[src/afe_pkg.sv]
// Register map, field positions and reset values of the front-end control bank
package afe_pkg;
	localparam int ADDR_W = 12;
	localparam int DATA_W = 28;
	localparam int NUM_REGS = 16;
	// Last bit index of the address and of each data word
	localparam logic [5:0] ADDR_LAST = 6'h0b;
	localparam logic [5:0] DATA_LAST = 6'h1b;
	localparam logic [11:0] OFS_POWER_CLAMP = 12'h000;
	localparam logic [11:0] OFS_OUTPUT_FORMAT = 12'h001;
	localparam logic [11:0] OFS_TEST_A = 12'h002;
	localparam logic [11:0] OFS_TEST_B = 12'h003;
	localparam logic [11:0] OFS_SAMPLER_GAIN = 12'h004;
	localparam logic [11:0] OFS_VARIABLE_GAIN = 12'h005;
	localparam logic [11:0] OFS_CLAMP_LEVEL = 12'h006;
	localparam logic [11:0] OFS_TEST_C = 12'h007;
	localparam logic [11:0] OFS_TEST_D = 12'h008;
	localparam logic [11:0] OFS_TEST_E = 12'h009;
	localparam logic [11:0] OFS_TEST_F = 12'h00a;
	localparam logic [11:0] OFS_UNUSED = 12'h00b;
	localparam logic [11:0] OFS_TEST_G = 12'h00c;
	localparam logic [11:0] OFS_CLOCK_DIV = 12'h00d;
	localparam logic [11:0] OFS_SYNC_INPUT = 12'h00e;
	localparam logic [11:0] OFS_TEST_H = 12'h00f;
	// Field positions
	localparam int POS_POWER_MODE = 0;
	localparam int POS_BLACK_CLAMP_ON = 2;
	localparam int POS_CLAMP_SETTLE_FAST = 3;
	localparam int POS_GAIN_QUICK_CLAMP = 4;
	localparam int POS_BLANK_LEVEL = 5;
	localparam int POS_DC_RESTORE_OFF = 6;
	localparam int POS_OUTPUT_HIZ = 0;
	localparam int POS_LATCH_TRANSP = 1;
	localparam int POS_GRAY_CODE_ON = 2;
	localparam int POS_CLOCK_HALVE = 0;
	localparam int POS_SYNC_INPUTS_ON = 8;
	// Reset values
	localparam logic [27:0] RST_POWER_CLAMP = 28'h0000007;
	localparam logic [27:0] RST_TEST_B = 28'h0ffffff;
	localparam logic [27:0] RST_VARIABLE_GAIN = 28'h000000f;
	localparam logic [27:0] RST_CLAMP_LEVEL = 28'h00001ec;
	localparam logic [27:0] RST_ZERO = 28'h0000000;
	// Implemented width of each register, index by offset
	localparam int REG_WIDTH [16] = '{7, 4, 1, 24, 3, 10, 10, 28, 28, 28, 28, 28, 28, 8, 9, 28};
	// Sync-updated registers, bit per offset
	localparam logic [15:0] VSYNC_UPDATED = 16'ha7fc;
endpackage : afe_pkg

[src/afe_ctrl_bank.sv]
// Front-end control register bank behind the three-wire serial port
`timescale 1ns/1ns
module afe_ctrl_bank (
	// Clock and reset
	input wire logic clk,
	input wire logic sys_rst,
	// Serial port pins
	input wire logic ser_clk,
	input wire logic ser_data,
	input wire logic ser_load_n,
	// Vertical sync pin
	input wire logic vertical_sync,
	// Power and clamp controls
	output logic [1:0] power_mode,
	output logic black_clamp_on,
	output logic clamp_settle_fast,
	output logic gain_change_quick_clamp,
	output logic blanking_output_level,
	output logic dc_restore_off,
	output logic quick_clamp_pulse,
	// Output format controls
	output logic output_hiz,
	output logic output_latch_transparent,
	output logic gray_code_on,
	// Gains and clamp level
	output logic [2:0] sampler_gain_code,
	output logic [9:0] variable_gain_code,
	output logic [9:0] black_clamp_target,
	// Clock and sync controls
	output logic input_clock_halve,
	output logic sync_inputs_on
);

	localparam int CNT_W = 6;
	localparam logic [CNT_W-1:0] ADDR_LAST = afe_pkg::ADDR_LAST;
	localparam logic [CNT_W-1:0] DATA_LAST = afe_pkg::DATA_LAST;

	// Input synchronisers
	logic [1:0] sck_sync_q;
	logic [1:0] sdi_sync_q;
	logic [1:0] sld_sync_q;
	logic [1:0] vs_sync_q;
	logic sck_prev_q;
	logic vs_prev_q;

	always_ff @(posedge clk) begin
		if (sys_rst) begin
			sck_sync_q <= 2'h0;
			sdi_sync_q <= 2'h0;
			sld_sync_q <= 2'h3;
			vs_sync_q <= 2'h0;
		end else begin
			sck_sync_q <= {sck_sync_q[0], ser_clk};
			sdi_sync_q <= {sdi_sync_q[0], ser_data};
			sld_sync_q <= {sld_sync_q[0], ser_load_n};
			vs_sync_q <= {vs_sync_q[0], vertical_sync};
		end
	end

	// Edge detect history, after the second flop
	always_ff @(posedge clk) begin
		if (sys_rst) begin
			sck_prev_q <= 1'b0;
			vs_prev_q <= 1'b0;
		end else begin
			sck_prev_q <= sck_sync_q[1];
			vs_prev_q <= vs_sync_q[1];
		end
	end

	// Edges of the synchronised pins, and the frame level from ser_load_n
	logic sck_rise;
	logic vs_fall;
	logic frame_on;
	assign sck_rise = sck_sync_q[1] & ~sck_prev_q;
	assign vs_fall = vs_prev_q & ~vs_sync_q[1];
	assign frame_on = ~sld_sync_q[1];

	// Serial shifter
	typedef enum logic {AFE_ADDR, AFE_DATA} afe_phase_t;
	afe_phase_t phase_q;
	logic [CNT_W-1:0] bit_cnt_q;
	logic [afe_pkg::ADDR_W-1:0] addr_q;
	logic [afe_pkg::DATA_W-1:0] shift_q;
	logic word_done;
	logic [afe_pkg::DATA_W-1:0] word_val;

	assign word_done = frame_on & sck_rise & (phase_q == AFE_DATA) & (bit_cnt_q == DATA_LAST);
	assign word_val = {ser_bit_in(sdi_sync_q[1]), shift_q[afe_pkg::DATA_W-1:1]};

	function automatic logic ser_bit_in(input logic b);
		ser_bit_in = b;
	endfunction : ser_bit_in

	// Address then data words, lsb first
	always_ff @(posedge clk) begin
		if (sys_rst || !frame_on) begin
			phase_q <= AFE_ADDR;
			bit_cnt_q <= '0;
			shift_q <= '0;
			if (sys_rst) begin
				addr_q <= '0;
			end
		end else if (sck_rise) begin
			case (phase_q)
				AFE_ADDR: begin
					addr_q <= {sdi_sync_q[1], addr_q[afe_pkg::ADDR_W-1:1]};
					if (bit_cnt_q == ADDR_LAST) begin
						phase_q <= AFE_DATA;
						bit_cnt_q <= '0;
					end else begin
						bit_cnt_q <= bit_cnt_q + 6'h01;
					end
				end
				AFE_DATA: begin
					shift_q <= word_val;
					if (bit_cnt_q == DATA_LAST) begin
						bit_cnt_q <= '0;
						addr_q <= addr_q + 12'h001;
					end else begin
						bit_cnt_q <= bit_cnt_q + 6'h01;
					end
				end
				default: begin
					phase_q <= AFE_ADDR;
				end
			endcase
		end
	end

	// Register storage, one live word per offset
	logic [afe_pkg::DATA_W-1:0] reg_word [afe_pkg::NUM_REGS];
	logic in_bank;
	assign in_bank = (addr_q[afe_pkg::ADDR_W-1:4] == 8'h00);

	function automatic logic [27:0] reset_val(input int idx);
		case (idx)
			0: reset_val = afe_pkg::RST_POWER_CLAMP;
			3: reset_val = afe_pkg::RST_TEST_B;
			5: reset_val = afe_pkg::RST_VARIABLE_GAIN;
			6: reset_val = afe_pkg::RST_CLAMP_LEVEL;
			default: reset_val = afe_pkg::RST_ZERO;
		endcase
	endfunction : reset_val

	function automatic logic [27:0] width_mask(input int idx);
		width_mask = 28'hfffffff >> (afe_pkg::DATA_W - afe_pkg::REG_WIDTH[idx]);
	endfunction : width_mask

	genvar gi;
	generate
		for (gi = 0; gi < afe_pkg::NUM_REGS; gi++) begin : g_reg
			logic hit;
			logic [afe_pkg::DATA_W-1:0] word_q;
			assign hit = word_done & in_bank & (addr_q[3:0] == 4'(gi));
			assign reg_word[gi] = word_q;
			if (afe_pkg::VSYNC_UPDATED[gi]) begin : g_vs
				logic [afe_pkg::DATA_W-1:0] pend_word_q;
				logic pend_q;
				// Pending copy, written by the serial port
				always_ff @(posedge clk) begin
					if (sys_rst) begin
						pend_word_q <= reset_val(gi);
					end else if (hit) begin
						pend_word_q <= word_val & width_mask(gi);
					end
				end
				// A write landing on the sync edge waits for the next one
				always_ff @(posedge clk) begin
					if (sys_rst) begin
						pend_q <= 1'b0;
					end else if (hit) begin
						pend_q <= 1'b1;
					end else if (vs_fall) begin
						pend_q <= 1'b0;
					end
				end
				// Live copy, loaded at the sync fall
				always_ff @(posedge clk) begin
					if (sys_rst) begin
						word_q <= reset_val(gi);
					end else if (vs_fall && pend_q) begin
						word_q <= pend_word_q;
					end
				end
			end else begin : g_sck
				always_ff @(posedge clk) begin
					if (sys_rst) begin
						word_q <= reset_val(gi);
					end else if (hit) begin
						word_q <= word_val & width_mask(gi);
					end
				end
			end
		end
	endgenerate

	// Words that feed the field outputs
	logic [afe_pkg::DATA_W-1:0] power_word;
	logic [afe_pkg::DATA_W-1:0] format_word;
	logic [afe_pkg::DATA_W-1:0] sampler_word;
	logic [afe_pkg::DATA_W-1:0] var_gain_word;
	logic [afe_pkg::DATA_W-1:0] level_word;
	logic [afe_pkg::DATA_W-1:0] halve_word;
	logic [afe_pkg::DATA_W-1:0] sync_word;
	assign power_word = reg_word[afe_pkg::OFS_POWER_CLAMP[3:0]];
	assign format_word = reg_word[afe_pkg::OFS_OUTPUT_FORMAT[3:0]];
	assign sampler_word = reg_word[afe_pkg::OFS_SAMPLER_GAIN[3:0]];
	assign var_gain_word = reg_word[afe_pkg::OFS_VARIABLE_GAIN[3:0]];
	assign level_word = reg_word[afe_pkg::OFS_CLAMP_LEVEL[3:0]];
	assign halve_word = reg_word[afe_pkg::OFS_CLOCK_DIV[3:0]];
	assign sync_word = reg_word[afe_pkg::OFS_SYNC_INPUT[3:0]];

	// Sampler gain change detect for quick clamp
	logic [2:0] gain_prev_q;
	always_ff @(posedge clk) begin
		if (sys_rst) begin
			gain_prev_q <= afe_pkg::RST_ZERO[2:0];
		end else begin
			gain_prev_q <= sampler_word[2:0];
		end
	end
	always_ff @(posedge clk) begin
		if (sys_rst) begin
			quick_clamp_pulse <= 1'b0;
		end else begin
			quick_clamp_pulse <= power_word[afe_pkg::POS_GAIN_QUICK_CLAMP]
				& (gain_prev_q != sampler_word[2:0]);
		end
	end

	// Power and clamp field outputs
	always_ff @(posedge clk) begin
		if (sys_rst) begin
			power_mode <= afe_pkg::RST_POWER_CLAMP[afe_pkg::POS_POWER_MODE +: 2];
			black_clamp_on <= afe_pkg::RST_POWER_CLAMP[afe_pkg::POS_BLACK_CLAMP_ON];
			clamp_settle_fast <= afe_pkg::RST_POWER_CLAMP[afe_pkg::POS_CLAMP_SETTLE_FAST];
			gain_change_quick_clamp <= afe_pkg::RST_POWER_CLAMP[afe_pkg::POS_GAIN_QUICK_CLAMP];
			blanking_output_level <= afe_pkg::RST_POWER_CLAMP[afe_pkg::POS_BLANK_LEVEL];
			dc_restore_off <= afe_pkg::RST_POWER_CLAMP[afe_pkg::POS_DC_RESTORE_OFF];
		end else begin
			power_mode <= power_word[afe_pkg::POS_POWER_MODE +: 2];
			black_clamp_on <= power_word[afe_pkg::POS_BLACK_CLAMP_ON];
			clamp_settle_fast <= power_word[afe_pkg::POS_CLAMP_SETTLE_FAST];
			gain_change_quick_clamp <= power_word[afe_pkg::POS_GAIN_QUICK_CLAMP];
			blanking_output_level <= power_word[afe_pkg::POS_BLANK_LEVEL];
			dc_restore_off <= power_word[afe_pkg::POS_DC_RESTORE_OFF];
		end
	end

	// Output format field outputs
	always_ff @(posedge clk) begin
		if (sys_rst) begin
			output_hiz <= afe_pkg::RST_ZERO[afe_pkg::POS_OUTPUT_HIZ];
			output_latch_transparent <= afe_pkg::RST_ZERO[afe_pkg::POS_LATCH_TRANSP];
			gray_code_on <= afe_pkg::RST_ZERO[afe_pkg::POS_GRAY_CODE_ON];
		end else begin
			output_hiz <= format_word[afe_pkg::POS_OUTPUT_HIZ];
			output_latch_transparent <= format_word[afe_pkg::POS_LATCH_TRANSP];
			gray_code_on <= format_word[afe_pkg::POS_GRAY_CODE_ON];
		end
	end

	// Gain and clamp level outputs
	always_ff @(posedge clk) begin
		if (sys_rst) begin
			sampler_gain_code <= afe_pkg::RST_ZERO[2:0];
			variable_gain_code <= afe_pkg::RST_VARIABLE_GAIN[9:0];
			black_clamp_target <= afe_pkg::RST_CLAMP_LEVEL[9:0];
		end else begin
			sampler_gain_code <= sampler_word[2:0];
			variable_gain_code <= var_gain_word[9:0];
			black_clamp_target <= level_word[9:0];
		end
	end

	// Clock divider and sync input outputs
	always_ff @(posedge clk) begin
		if (sys_rst) begin
			input_clock_halve <= afe_pkg::RST_ZERO[afe_pkg::POS_CLOCK_HALVE];
			sync_inputs_on <= afe_pkg::RST_ZERO[afe_pkg::POS_SYNC_INPUTS_ON];
		end else begin
			input_clock_halve <= halve_word[afe_pkg::POS_CLOCK_HALVE];
			sync_inputs_on <= sync_word[afe_pkg::POS_SYNC_INPUTS_ON];
		end
	end

endmodule : afe_ctrl_bank

[config.mk]
export PLATFORM = sky130hd
export DESIGN_NAME = afe_ctrl_bank
export DESIGN_NICKNAME = d
export VERILOG_FILES = /design/src/afe_pkg.sv /design/src/afe_ctrl_bank.sv
export SDC_FILE = /design/constraint.sdc
export NUM_CORES = 1
export LEC_CHECK = 0
export ABC_AREA = 1
export BUFFER_PORTS_ARGS = -buffer_cell sky130_fd_sc_hd__buf_2
export CORE_AREA = 2 2 109 111
export CTS_BUF_LIST = sky130_fd_sc_hd__clkbuf_4 sky130_fd_sc_hd__clkbuf_8 sky130_fd_sc_hd__clkbuf_16
export DETAILED_ROUTE_END_ITERATION = 8
export DIE_AREA = 0 0 111 113
export GPL_TIMING_DRIVEN = 0
export PLACE_DENSITY_LB_ADDON = 0.3
export SYNTH_ARGS = -nofsm -noshare
export SYNTH_HDL_FRONTEND = slang
export SYNTH_SLANG_ARGS = --single-unit
export TNS_END_PERCENT = 20
[constraint.sdc]
create_clock -name clk -period 1.45 [get_ports clk]
set_input_delay 0.29 -clock clk [delete_from_list [all_inputs] [get_ports clk]]
set_output_delay 0.29 -clock clk [all_outputs]
set_load 0.02 [all_outputs]
==> results.txt <==
* DRC violation total after the first TritonRoute iteration: 354
* Starting density of the core: 51.96%
- Power density normalized to cell area: 1209 nW/um^2
* Upper clock frequency limit: 625.8 MHz
- Run status: finished with violations
- At the end of the flow, the number of nets in the layout was 844.
* Final worst setup slack: -0.1480 ns
* Number of cell rows: 39
* Final RePlAce weighted congestion: 0.8588
- Clk slew on worst S/H paths: 0.06 ns
* Drt wl/cell: 13.47 um
- Final hold violations: 0
- Number of buffers on the longest clock path: 2
- Summing the sequential cell areas from Yosys gives 55.03% of the chip area.
- The worst hold path passes through 2 cells.
* Crit. End Element: flip-flop
- Hold wc startpoint: ser_load_n
- The worst-case IR drop observed on VDD is 1.152 mV.
- Time the worst path needs with I/O delays and setup: 1.598 ns
- The worst hold path terminates at sld_sync_q[0].
- Min-Delay Path Class: in -> reg
- Antenna Nets Post-Route: 0
* Final Max Tran Viols: 0
* Post-route cell area: 7386 um^2
- For the worst-skew pair, the clock arrives at the later sink with an insertion delay of 0.42 ns.
* Area taken by multi-input logic gates: 2426 um^2
* Cell area after synthesis: 5857 um^2
- The filler cells instantiated in the layout total 895.
* Slack of the worst reg-to-reg path: -0.15 ns
- RSZ-0062 raised after global routing: yes
* Area growth from synthesis to layout: 26.11%
- Of all nets on the critical path, the largest fanout is 7.
- After layout, the worst path uses 110.2% of the clock period.
- For this run, the detailed router's first-pass iteration total came to 5.
- TritonCTS created 17 clock buffers.
* Antenna diode instance count: 0
- Wires add up to 13310 um.
- After clock tree synthesis, the flow added hold-fix buffers numbering 0.
* Final worst clock skew: 0.007280 ns
- The synthesized netlist contains 27 unique library cells.
- At the end of the flow the core is filled with cells to 65.52%.
* Initial antenna violation count: 0
- Vias in the first global route: 4741
* Worst R2R Path Depth: 8
* Worst slew margin relative to its limit: 62.91%
- Count of final setup violators: 43
* Clock Tree Root: sky130_fd_sc_hd__clkbuf_16
* Slew at the pin closest to its max-slew limit: 0.5563 ns
* Via count of the routed design: 4921
- Cells with a size suffix above 1 make up 23.31% of the layout.
- The cell count after synthesis came out at 746.
- Setup_tns: -2.938 ns
* Vias per cell: 4.981
- Classification of the worst setup path: reg -> reg
* Failing checks: negative setup slack
* Reg2Reg Launch Point: addr_q[0]
- The number of nets in the synthesized netlist is 757.
- Critical path required time: 1.81 ns
- Counting every sink on the clock net gives 155.
- After synthesis the netlist holds a flip-flop and latch count of 155.
- The first global-routing pass estimated 21280 um of wire.
- Half-perimeter wire length after placement: 8712 um
- Leakage power summed over all cells: 3.421 nW
- Data arrival at the endpoint of the critical path: 1.96 ns
* GR Util All Layers: 21.16%
* Non-filler instance count after layout: 988
- Pin count of the biggest net entering global routing: 17
* DRC violations left: 0
- H-tree Lvls: 4
- Max-cap violations in this run came to 0.
- Measured along the x axis, the die boundary spans 111 um.
- Cell area after placement: 6238 um^2
- The critical path starts at addr_q[0].
- The endpoint identified for the worst register-to-register timing path is g_reg[0].word_q[4].
- Placed Cells: 929
- Yosys printed 0 warnings.
- IO buf count: 40
* Clock tree from TritonCTS: yes
- Top-level port count: 42
- Summed over all layers, the global routing overflow is 0.
- Die footprint: 12540 um^2
- Die height: 113 um
- Startpoint type of the worst setup path: flip-flop
- After floorplanning, the core was sized to cover 11270 um^2.
* Per-instance average area after synthesis: 7.851 um^2
- The sequential cells in the finished layout cover a total of 3227 um^2.
[per-stage QoR]
step                power [mW]  hold WS (ns)  worst slack, ns
floorplan                4.575        0.3883         -0.02660
global placement         4.631        0.3976          -0.4156
detailed placement       4.637        0.3986          -0.5132
CTS                      8.912       0.04548          -0.1291
global route             9.173       0.05397          -0.2226
finish                   8.932       0.05150          -0.1480
[final cells by class]
class,count,area share [%]
flip-flops and latches,155,43.69
multi-input cells,466,32.85
clock buffers,23,6.776
repair buffers,70,6.251
inverters,96,4.964
well taps,143,2.423
plain buffers,27,1.948
clock inverters,8,1.101
[power breakdown]
group	leakage, nW	total (mW)	switching (mW)	internal [mW]
sequential	1.28	4.36	0.0248	4.34
clock	0.286	4.32	1.71	2.61
combinational	1.85	0.245	0.166	0.0790
[cells by family after synthesis]
family,after synthesis,share of synthesized area (%)
flops,155,55.03
fa+ha+maj,5,1.068
buf+inv,125,8.203
xor+xnor,10,1.495
simple gates,354,25.38
compound gates,97,8.823
[cells in the final DEF (no fill, tap or decap), types with 14 or more instances in the layout]
cell type and instances:
sky130_fd_sc_hd__dfxtp_1 140, sky130_fd_sc_hd__nand2_1 131, sky130_fd_sc_hd__nor2_1 129, sky130_fd_sc_hd__inv_1 80, sky130_fd_sc_hd__o21ai_0 46, sky130_fd_sc_hd__buf_2 45, sky130_fd_sc_hd__a21oi_1 33, sky130_fd_sc_hd__buf_4 25
sky130_fd_sc_hd__nand3_1 24, sky130_fd_sc_hd__clkbuf_16 18, sky130_fd_sc_hd__nor2_2 14
[state kept, by name, summed over array words and instances (netlist names), 2 cells and up]
register	cells
vs_sync_q	2
g.word_q	32
sdi_sync_q	2
black_clamp_target	10
bit_cnt_q	6
shift_q	27
power_mode	2
format_word	3
g.g_vs.pend_q	4
variable_gain_code	10
sld_sync_q	2
g.g_vs.pend_word_q	24
sck_sync_q	2
gain_prev_q	3
addr_q	12
[critical path, cell delays in order (launching register included)]
cell and delay (ns):
sky130_fd_sc_hd__edfxtp_1 0.47, sky130_fd_sc_hd__inv_2 0.13, sky130_fd_sc_hd__ha_4 0.14, sky130_fd_sc_hd__inv_4 0.04, sky130_fd_sc_hd__nor3_4 0.25, sky130_fd_sc_hd__nand4_4 0.20, sky130_fd_sc_hd__nand2_1 0.12, sky130_fd_sc_hd__nand2_1 0.06
sky130_fd_sc_hd__nor2_1 0.11
[routing by layer]
metal	routed length, um	part of all wire (%)	vias to the layer above	GRT usage, %
met4	285	2.1	0	7.417
met2	6540	49	138	36.69
met1	5809	44	2249	24.98
met5	0	0	-	0
li1	-	-	2506	-
met3	669	5.0	28	6.588
[synth_stat cells]
cell type	n	area, um^2
sky130_fd_sc_hd__a21oi_1	33	165.2
sky130_fd_sc_hd__buf_1	1	3.750
sky130_fd_sc_hd__buf_2	9	45.04
sky130_fd_sc_hd__clkbuf_1	19	71.32
sky130_fd_sc_hd__clkinv_1	2	7.510
sky130_fd_sc_hd__dfxtp_1	143	2863
sky130_fd_sc_hd__edfxtp_1	12	360.4
sky130_fd_sc_hd__ha_1	5	62.56
sky130_fd_sc_hd__inv_1	91	341.6
sky130_fd_sc_hd__inv_2	3	11.26
sky130_fd_sc_hd__nand2_1	143	536.8
sky130_fd_sc_hd__nand2_2	1	6.260
sky130_fd_sc_hd__nand3_1	31	155.2
sky130_fd_sc_hd__nand3_2	1	10.01
sky130_fd_sc_hd__nand4_1	6	37.54
sky130_fd_sc_hd__nand4_2	3	37.54
sky130_fd_sc_hd__nor2_1	149	559.3
sky130_fd_sc_hd__nor2_2	3	18.77
sky130_fd_sc_hd__nor2_4	3	33.78
sky130_fd_sc_hd__nor2_8	1	20.02
sky130_fd_sc_hd__nor3_1	8	40.04
sky130_fd_sc_hd__o211a_1	1	10.01
sky130_fd_sc_hd__o211ai_1	10	75.07
sky130_fd_sc_hd__o21ai_0	52	260.3
sky130_fd_sc_hd__o22ai_1	1	6.260
sky130_fd_sc_hd__or2_2	5	31.28
sky130_fd_sc_hd__xor2_1	10	87.58
[worst max path at each step]
stage	slack [ns]	endpoint	depth (start not counted)
after floorplan	-0.03	addr_q[8]	10
after global placement	-0.42	addr_q[6]	4
after detailed placement	-0.51	addr_q[6]	4
after CTS	-0.13	g_reg[6].g_vs.pend_word_q[3]	8
after global routing	-0.22	g_reg[5].g_vs.pend_word_q[4]	9
final	-0.15	g_reg[0].word_q[4]	8
[repair_timing]
item                       4_1_cts  5_1_grt
resized for setup               45       67
setup endpoints to repair       90       98
cloned                           0        1
pin swaps                       10       25
setup buffers                   10       19
(Power assumes the default switching activity.)
